===== config.mk =====
export PLATFORM = sky130hd
export DESIGN_NAME = adcst_timing
export DESIGN_NICKNAME = d
export VERILOG_FILES = /design/src/adcst_clkdiv.v /design/src/adcst_timing.v
export VERILOG_INCLUDE_DIRS = /design/src /design/src/src
export SDC_FILE = /design/constraint.sdc
export NUM_CORES = 1
export LEC_CHECK = 0
export BUFFER_PORTS_ARGS = -buffer_cell sky130_fd_sc_hd__buf_4
export CAP_MARGIN = 10
export CORE_MARGIN = 4
export CORE_UTILIZATION = 40
export DETAILED_ROUTE_END_ITERATION = 6
export GPL_TIMING_DRIVEN = 0
export PLACE_DENSITY_LB_ADDON = 0.3
export SYNTH_ARGS = -nofsm -noshare
export SYNTH_HDL_FRONTEND = slang
export SYNTH_SLANG_ARGS = --single-unit

===== constraint.sdc =====
create_clock -name pclk -period 3.6 [get_ports pclk]
set_input_delay 0.36 -clock pclk [delete_from_list [all_inputs] [get_ports pclk]]
set_output_delay 0.36 -clock pclk [all_outputs]
set_load 0.01 [all_outputs]

===== src/adcst_consts.vh =====
/*
 * Constants for the converter sample timing controller: register offsets,
 * field positions, reset values and timing counts.
 * Assumes inclusion by bare name from design files under src/.
 */
`ifndef ADCST_CONSTS_VH
`define ADCST_CONSTS_VH

// ---------------------------------------------------------------------
// Register byte offsets
// ---------------------------------------------------------------------
`define ADCST_OFS_CTRL      12'h000
`define ADCST_OFS_DIV       12'h004
`define ADCST_OFS_REFT      12'h008
`define ADCST_OFS_SWIN      12'h00c
`define ADCST_OFS_AMP       12'h010
`define ADCST_OFS_STAT      12'h014

// ---------------------------------------------------------------------
// Field positions
// ---------------------------------------------------------------------
`define ADCST_CTRL_EN       0
`define ADCST_CTRL_AMPEN    1
`define ADCST_CTRL_START    2
`define ADCST_SWIN_SKIP_REINIT_BIT   8
`define ADCST_AMP_BIAS_LSB  5
`define ADCST_AMP_SDUR_LSB  0

// ---------------------------------------------------------------------
// Reset values
// ---------------------------------------------------------------------
`define ADCST_AMP_RESET     8'h21
`define ADCST_TICK_RESET    8'h0a

// ---------------------------------------------------------------------
// Timing counts
// ---------------------------------------------------------------------
`define ADCST_INIT_US       8'd60
`define ADCST_CONV_CYC      5'd15
`define ADCST_AMP_SDUR_MAX  5'd16

`endif


===== src/adcst_clkdiv.v =====
/*
 * Converter clock divider: makes one-cycle half-period strobes of the
 * converter clock from the peripheral clock.
 * Assumes the select input is stable while enabled.
 */
`timescale 1ns/100ps
`default_nettype none

module adcst_clkdiv (
    // Clock and reset
    input  wire        pclk,
    input  wire        presetn,
    // Control
    input  wire        run,      // Divider runs while high
    input  wire [3:0]  sel,      // Division select
    // Strobes
    output reg         half,     // Pulse each half converter period
    output reg         rise      // Pulse at each converter clock rise
);

    // -----------------------------------------------------------------
    // Division table
    // -----------------------------------------------------------------
    reg  [6:0] half_len;         // Peripheral cycles per half period
    reg  [6:0] cnt;              // Half period counter
    reg        phase;            // Converter clock level
    wire       wrap;             // Last cycle of a half period

    // Division ratios 2,4,...; half length is ratio over two
    always @* begin
        case (sel)
            4'h0:    half_len = 7'd1;
            4'h1:    half_len = 7'd2;
            4'h2:    half_len = 7'd3;
            4'h3:    half_len = 7'd4;
            4'h4:    half_len = 7'd5;
            4'h5:    half_len = 7'd6;
            4'h6:    half_len = 7'd8;
            4'h7:    half_len = 7'd10;
            4'h8:    half_len = 7'd12;
            4'h9:    half_len = 7'd14;
            4'ha:    half_len = 7'd16;
            4'hb:    half_len = 7'd20;
            default: half_len = 7'd32;
        endcase
    end

    // -----------------------------------------------------------------
    // Counter
    // -----------------------------------------------------------------
    assign wrap = (cnt + 7'd1 >= half_len);

    // Strobes are not registered: a start-up cycle would stretch a phase
    always @* begin
        half = run & wrap;
        rise = run & wrap & ~phase;
    end

    // Restart on stop so each conversion begins on a clean phase
    always @(posedge pclk or negedge presetn) begin
        if (!presetn) begin
            cnt   <= 7'h00;
            phase <= 1'b0;
        end else if (!run) begin
            cnt   <= 7'h00;
            phase <= 1'b0;
        end else if (wrap) begin
            cnt   <= 7'h00;
            phase <= ~phase;
        end else begin
            cnt   <= cnt + 7'd1;
        end
    end

endmodule // adcst_clkdiv

`default_nettype wire


===== src/adcst_timing.v =====
/*
 * Sample timing controller for a successive-approximation converter with
 * an optional gain amplifier. APB slave for configuration and status.
 * Assumes one peripheral clock and analog logic driven from its outputs.
 */
// The APB register port and the register offsets were chosen for this implementation.
`timescale 1ns/100ps
`default_nettype none

`include "adcst_consts.vh"

// Function
// - Sampling window up to 256 converter cycles
// - Amplifier off: window is setting plus half
// - Amplifier on: window is setting plus one
// - Converter clock divided by select field
// - Software gives microsecond tick; delays use it
// - Amplifier holds only while its output sampled
// - Conversion: init plus setting plus 15.5
// - Skip-reinit bit: initialise once after enable
// - Amplifier output sampled for selected cycles
// - Amplifier control resets nonzero; fields preserved
// - Amplifier bias select field for power
module adcst_timing (
    // Clock and reset
    input  wire        pclk,
    input  wire        presetn,
    // APB slave
    input  wire        psel,
    input  wire        penable,
    input  wire        pwrite,
    input  wire [11:0] paddr,
    input  wire [31:0] pwdata,
    output reg  [31:0] prdata,
    output reg         pready,
    output reg         pslverr,
    // Analog controls
    output reg         sample_on,     // Input sampling switch closed
    output reg         amp_hold,      // Gain amplifier in hold
    output reg         amp_sample,    // Converter samples amplifier output
    output reg  [2:0]  amp_bias,      // Amplifier bias select
    output reg         convert_on,    // Conversion phase active
    output reg         conv_done      // One-cycle end of conversion
);

    // -----------------------------------------------------------------
    // States
    // -----------------------------------------------------------------
    localparam [2:0] ST_IDLE = 3'd0;
    localparam [2:0] ST_INIT = 3'd1;
    localparam [2:0] ST_AMPS = 3'd2;
    localparam [2:0] ST_SAMP = 3'd3;
    localparam [2:0] ST_CONV = 3'd4;
    localparam [2:0] ST_DONE = 3'd5;

    // -----------------------------------------------------------------
    // Registers
    // -----------------------------------------------------------------
    // Software settings
    reg         enable;               // Converter enable
    reg         amp_en;               // Gain amplifier in use
    reg  [3:0]  clock_divider_select; // Division select
    reg  [7:0]  tick_count;           // Peripheral cycles per microsecond
    reg  [7:0]  sample_window_setting;// Sampling length setting
    reg         skip_reinit_bit;      // Low-latency option
    reg  [7:0]  amp_control_register; // Bias and output sample fields

    // Sequencer
    reg  [2:0]  state;                // Sequencer state
    reg  [8:0]  hcnt;                 // Half converter cycles in phase
    reg  [7:0]  tick;                 // Microsecond prescaler
    reg  [7:0]  us_cnt;               // Microseconds of initialisation
    reg         inited;               // Initialisation already done
    reg         start_req;            // Pending conversion start
    reg  [15:0] conv_total;           // Completed conversions

    // -----------------------------------------------------------------
    // Divider instance
    // -----------------------------------------------------------------
    wire        run_div;              // Divider runs in timed phases
    wire        half;                 // Half converter period strobe

    assign run_div = (state == ST_AMPS) || (state == ST_SAMP) ||
                     (state == ST_CONV);

    adcst_clkdiv u_div (
        .pclk    (pclk),
        .presetn (presetn),
        .run     (run_div),
        .sel     (clock_divider_select),
        .half    (half),
        .rise    ()
    );

    // -----------------------------------------------------------------
    // APB decode
    // -----------------------------------------------------------------
    wire        acc;                  // Access phase
    wire        wr;                   // Write takes effect
    wire        mapped;               // Address hits a register
    wire [4:0]  amp_sdur;             // Amplifier output sample cycles
    wire [9:0]  samp_halves;          // Input window in half cycles

    assign acc    = psel & penable;
    assign wr     = acc & pwrite;
    assign mapped = (paddr == `ADCST_OFS_CTRL) ||
                    (paddr == `ADCST_OFS_DIV)  ||
                    (paddr == `ADCST_OFS_REFT) ||
                    (paddr == `ADCST_OFS_SWIN) ||
                    (paddr == `ADCST_OFS_AMP)  ||
                    (paddr == `ADCST_OFS_STAT);

    // Zero field value means one cycle, up to sixteen
    assign amp_sdur = {1'b0, amp_control_register[3:0]} + 5'd1;

    // Window in half cycles: 2*setting plus 1 or plus 2
    assign samp_halves = {1'b0, sample_window_setting, 1'b0} +
                         (amp_en ? 10'd2 : 10'd1);

    // Zero-wait-state slave: pready one cycle after setup
    always @(posedge pclk or negedge presetn) begin
        if (!presetn) begin
            pready  <= 1'b0;
            pslverr <= 1'b0;
            prdata  <= 32'h0000_0000;
        end else begin
            pready  <= psel & ~penable;
            pslverr <= psel & ~penable & ~mapped;

            if (psel & ~penable & pwrite)
                prdata <= 32'h0000_0000;
            else if (psel & ~penable) begin
                case (paddr)
                    `ADCST_OFS_CTRL:
                        prdata <= {30'h0, amp_en, enable};

                    `ADCST_OFS_DIV:
                        prdata <= {28'h0, clock_divider_select};

                    `ADCST_OFS_REFT:
                        prdata <= {24'h0, tick_count};

                    `ADCST_OFS_SWIN:
                        prdata <= {23'h0, skip_reinit_bit,
                                   sample_window_setting};

                    `ADCST_OFS_AMP:
                        prdata <= {24'h0, amp_control_register};

                    `ADCST_OFS_STAT:
                        prdata <= {conv_total, 8'h0, inited, start_req,
                                   3'h0, state};

                    default:
                        prdata <= 32'h0000_0000;
                endcase
            end
        end
    end

    // -----------------------------------------------------------------
    // Configuration registers
    // -----------------------------------------------------------------
    // Writes land in the access phase once pready has risen
    always @(posedge pclk or negedge presetn) begin
        if (!presetn) begin
            enable                <= 1'b0;
            amp_en                <= 1'b0;
            clock_divider_select  <= 4'h0;
            tick_count            <= `ADCST_TICK_RESET;
            sample_window_setting <= 8'h00;
            skip_reinit_bit       <= 1'b0;
            amp_control_register  <= `ADCST_AMP_RESET;
        end else if (wr && pready) begin
            case (paddr)
                `ADCST_OFS_CTRL: begin
                    enable <= pwdata[`ADCST_CTRL_EN];
                    amp_en <= pwdata[`ADCST_CTRL_AMPEN];
                end

                `ADCST_OFS_DIV:  clock_divider_select <= pwdata[3:0];
                `ADCST_OFS_REFT: tick_count <= pwdata[7:0];

                `ADCST_OFS_SWIN: begin
                    sample_window_setting <= pwdata[7:0];
                    skip_reinit_bit <= pwdata[`ADCST_SWIN_SKIP_REINIT_BIT];
                end

                // Whole-register write; software keeps other fields
                `ADCST_OFS_AMP:  amp_control_register <= pwdata[7:0];

                default: begin
                end
            endcase
        end
    end

    // -----------------------------------------------------------------
    // Start request
    // -----------------------------------------------------------------
    // Set wins over the sequencer's clear in the same cycle
    always @(posedge pclk or negedge presetn) begin
        if (!presetn)
            start_req <= 1'b0;
        else if (wr && pready && paddr == `ADCST_OFS_CTRL &&
                 pwdata[`ADCST_CTRL_START] && enable)
            start_req <= 1'b1;
        else if (!enable || state == ST_DONE)
            start_req <= 1'b0;
    end

    // -----------------------------------------------------------------
    // Sequencer
    // -----------------------------------------------------------------
    // Half-cycle counting gives the 0.5 cycle figures exactly
    always @(posedge pclk or negedge presetn) begin
        if (!presetn) begin
            state      <= ST_IDLE;
            hcnt       <= 9'h000;
            tick       <= 8'h00;
            us_cnt     <= 8'h00;
            inited     <= 1'b0;
            conv_total <= 16'h0000;
            conv_done  <= 1'b0;
        end else begin
            conv_done <= 1'b0;

            if (!enable) begin
                state  <= ST_IDLE;
                inited <= 1'b0;      // Re-enable must initialise again
            end else begin
                case (state)
                    // Wait for start
                    ST_IDLE: begin
                        hcnt   <= 9'h000;
                        tick   <= 8'h00;
                        us_cnt <= 8'h00;
                        if (start_req) begin
                            // Low latency skips init after the first
                            if (skip_reinit_bit && inited)
                                state <= amp_en ? ST_AMPS : ST_SAMP;
                            else
                                state <= ST_INIT;
                        end
                    end

                    ST_INIT: begin
                        // Delay counted in microsecond ticks
                        if (tick + 8'd1 >= tick_count) begin
                            tick <= 8'h00;
                            if (us_cnt + 8'd1 >= `ADCST_INIT_US) begin
                                inited <= 1'b1;
                                state  <= amp_en ? ST_AMPS : ST_SAMP;
                            end else begin
                                us_cnt <= us_cnt + 8'd1;
                            end
                        end else begin
                            tick <= tick + 8'd1;
                        end
                    end

                    // Amplifier output phase
                    ST_AMPS: begin
                        if (half) begin
                            if (hcnt + 9'd1 >= {3'h0, amp_sdur, 1'b0}) begin
                                hcnt  <= 9'h000;
                                state <= ST_SAMP;
                            end else begin
                                hcnt <= hcnt + 9'd1;
                            end
                        end
                    end

                    // Input window open
                    ST_SAMP: begin
                        if (half) begin
                            if ({1'b0, hcnt} + 10'd1 >= samp_halves) begin
                                hcnt  <= 9'h000;
                                state <= ST_CONV;
                            end else begin
                                hcnt <= hcnt + 9'd1;
                            end
                        end
                    end

                    ST_CONV: begin
                        // Fixed 15 cycles plus the half from the window
                        if (half) begin
                            if (hcnt + 9'd1 >= {3'h0, `ADCST_CONV_CYC,
                                                1'b0}) begin
                                hcnt  <= 9'h000;
                                state <= ST_DONE;
                            end else begin
                                hcnt <= hcnt + 9'd1;
                            end
                        end
                    end

                    // Report and count
                    ST_DONE: begin
                        conv_done  <= 1'b1;
                        conv_total <= conv_total + 16'h0001;
                        state      <= ST_IDLE;
                    end

                    default: state <= ST_IDLE;
                endcase
            end
        end
    end

    // -----------------------------------------------------------------
    // Analog control outputs
    // -----------------------------------------------------------------
    // Registered from the state and the bias field so every output comes from a flop
    always @(posedge pclk or negedge presetn) begin
        if (!presetn) begin
            sample_on  <= 1'b0;
            amp_hold   <= 1'b0;
            amp_sample <= 1'b0;
            amp_bias   <= 3'h0;
            convert_on <= 1'b0;
        end else begin
            sample_on  <= (state == ST_SAMP);
            amp_hold   <= amp_en && (state == ST_AMPS);
            amp_sample <= (state == ST_AMPS);
            amp_bias   <= amp_control_register[7:5];
            convert_on <= (state == ST_CONV);
        end
    end

endmodule // adcst_timing

`default_nettype wire

==> results.toml <==
[power_and_ir_drop]
clockPowerShare_pct = 52.8
sw_frac_of_total_pct = 22.6
p_comb_share_pct = 2.9
power.density_nw_per_um2 = 389
switching_power_w = 0.000687
leakagePower_nw = 3.68
power.internal_w = 0.00235
power_w = 0.00303
peakVddDrop_mv = 0.321
sequentialPowerShare_pct = 44.2

[timing]
finalMaxSlewViolations = 0
tightest_slew_ps = 909
hold_slack_ps = 180
final.period_utilization_pct = 92.5
fmax_ghz = 0.300
fin_skew_ps = 6.96
period_minus_slack_ps = 3330
maxSlewHeadroom_pct = 39.3
rsz0062_at_grt = "no"
hold_viol = 0
final.setup.tns_ps = 0
setup_viol = 0

[clock_tree]
cts-root-buf = "clkbuf_16"
clk_path_buf_depth = 2
cts.sinks = 119
cts_tree = "yes"
path_clk_slew_ps = 60
numCtsBuffers = 17
clock_latency_ps = 420
htreeDepth = 4

[layout]
drive_above_1_share_pct = 14.9
final_common_cell = "dfrtp_1"
mostFrequentLayoutCells = "115 x dfrtp_1, 75 x nand2_1, 65 x buf_4, 45 x nor2_1, 39 x o21ai_1"
area_growth_pct = 20.9
diodes = 0
final_cell_count_no_fill = 962
fin_nets = 820
fillers = 1440

[logic_synthesis]
async_reset_ff_share_pct = 100
synth_top_area_share_pct = 44.7
synth_top_cell_by_area = "dfrtp_1"
synthTopCellsByArea = "dfrtp_1 45%, ha_1 7.4%, nand2_1 4.4%"
syn_inst = 646
synth-seq-cells = 119
syn_area_sq_um = 6440
ys.warnings.count = 0
avgSynthCellArea_sq_um = 9.97
yosys.cell_types.count = 66
yosys_most_used_dff = "dfrtp_1"
synth_edf_count = 0
ys_seq_area_share_pct = 46.3

[placement]
dp.cells = 929
hpwl_um = 11300
gp_congestion = 0.837
portBuffers = 59

[detailed_routing]
drtIter0Drc = 263
drc = 0
first_pass_iters = 5
via_per_inst = 5.31
vias = 5111
wire_per_inst_um = 15.7
ant_nets = 0
wirelength_um = 15100

[min_path]
hp-class = "input pin to flop"

[setup_path]
cp_max_fo = 10
cp_cell_sequence = "clkbuf_1 > mux2i_1 > nor2_1 > a21oi_1 > ha_1 > a21o_1 > a31oi_1 > o21ai_1 > a2111o_1 > nand4_1 > clkbuf_1 > nand2_1 > o31ai_1"
cp-end-kind = "flop"
crit_slowest_cell = "a2111o_1"
crit_path_max_incr_delay_ps = 590
critPathKind = "flop to flop"
path_common_cell = "clkbuf_1"
startpoint_type = "flop"
worstPathRequired_ps = 3920
worst_ep_arrival_time_ps = 3650

[global_route]
met2_usage_pct = 28.4
top_usage_layer = "met2"
gr-usage-met1_pct = 22.7
grt_max_degree = 79
grt_pass1_wl_um = 25300
met3_usage_pct = 3.35
grt-ovfl-total = 0
antenna_found_initial = 0
first_global_vias = 5101
grt_usage_pct = 17.2

[die]
die_area_sq_um = 18200
io_pins = 91
core.rowCount = 46
core_sq_um = 15800
initial_core_util_pct = 40.7
die_w_um = 135
dieHeight_um = 135

[status]
status = "finished, final reports clean"

[flow_run]
cap_violations = 0
[cells by family (layout without fill, tap and decap cells)]
family / Yosys count / count (layout) / share of synthesized area (%)
buf+inv: 60 / 153 / 4.06
flops: 119 / 119 / 46.3
simple gates: 220 / 220 / 16.6
fa+ha+maj: 39 / 39 / 7.56
mux: 34 / 34 / 5.75
xor+xnor: 42 / 42 / 5.71
compound gates: 131 / 131 / 13.9
other cells: 1 / 8 / 0.0582
[sequential cells by signal, indices dropped and copies added, names as in the netlist, 4 cells and up]
name,cells
hcnt,9
tick_count,8
sample_window_setting,8
prdata,25
clock_divider_select,4
tick,8
amp_control_register,8
conv_total,16
u_div.cnt,7
us_cnt,8
[routing by layer]
| metal | vias to the layer above | part of all wire (%) | wire length (um) |
|---|---|---|---|
| met3 | 23 | 4.1 | 622 |
| li1 | 2485 | - | - |
| met1 | 2493 | 45 | 6820 |
| met5 | - | 0 | 0 |
| met4 | 0 | 1.5 | 227 |
| met2 | 110 | 49 | 7470 |
[Yosys cell counts, types with 3 or more instances]
cell,count
nor3_1,4
nor3b_1,4
nand2_1,75
nand3_1,28
o22ai_1,3
xnor2_1,27
and3_1,11
clkbuf_1,21
o31ai_1,13
o21ai_1,39
a31oi_1,5
nand2b_1,9
nor2_1,45
ha_1,38
a21o_1,4
mux2i_1,10
nand4_1,13
dfrtp_1,115
buf_4,7
dfstp_2,4
mux2_1,24
nor2b_1,7
xor2_1,15
inv_1,28
a221oi_1,3
o21ai_0,5
a22o_1,19
and2_1,5
a21oi_1,12
o221ai_1,4
[final cells by class]
type                            instances  area [sq um]  area share, %
Sequential cell                       119          2980           38.3
Clock buffer                           19           443           5.69
Clock inverter                         13           121           1.56
Multi-Input combinational cell        474          3230           41.4
Tap cell                              216           270           3.47
Inverter                               28           105           1.35
Buffer                                 32           156           2.01
Timing Repair Buffer                   61           484           6.22
[per-stage QoR]
| step | area [sq um] | setup WS [ps] | util (%) |
|---|---|---|---|
| 2_1_floorplan | 6470 | 594 | - |
| 3_3_place_gp | 7180 | 312 | 45.4 |
| 3_5_place_dp | 7210 | 287 | 45.6 |
| 4_1_cts | 7780 | 262 | 49.2 |
| 5_1_grt | 7790 | 29.5 | 49.2 |
| 6_report | 7790 | 269 | 49.2 |
[critical path, delay by kind of cell (launching register included)]
family                   cells  cell delay, ps
AO/OA/AOI/OAI                6            1210
adder cells (fa/ha/maj)      1             260
buffers and inverters        2             720
flip-flops                   1             320
multiplexers                 1             230
AND/OR/NAND/NOR              3             500
[power by group through the flow]
stage	logic (W)	clock network, W	registers, W
floorplan	0.0000250	0	0.00137
global placement	0.0000837	0	0.00136
detailed placement	0.0000902	0	0.00136
CTS	0.0000912	0.00165	0.00134
global route	0.000100	0.00170	0.00134
finish	0.0000890	0.00160	0.00134
[what timing repair did]
action / CTS / global route
gates resized for setup: 0 / 1
buffers inserted: 0 / 0
endpoints found under the setup margin: 0 / 2
hold buffers: 1 / 0
hold endpoints to repair: 41 / 0
[final timing paths]
kind                                    startpoint         endpoint  slack, ps  cells after the start
max in group asynchronous                  presetn    tick_count[1]       2410                      3
hold / removal                           pwdata[8]  skip_reinit_bit        180                      2
min in group asynchronous                  presetn     u_div.cnt[2]        430                      2
setup / recovery           clock_divider_select[3]          hcnt[4]        270                     13
setup reg to reg           clock_divider_select[3]          hcnt[4]        270                     13
hold reg to reg            amp_control_register[5]      amp_bias[0]        410                      0
(Power assumes the default switching activity.)
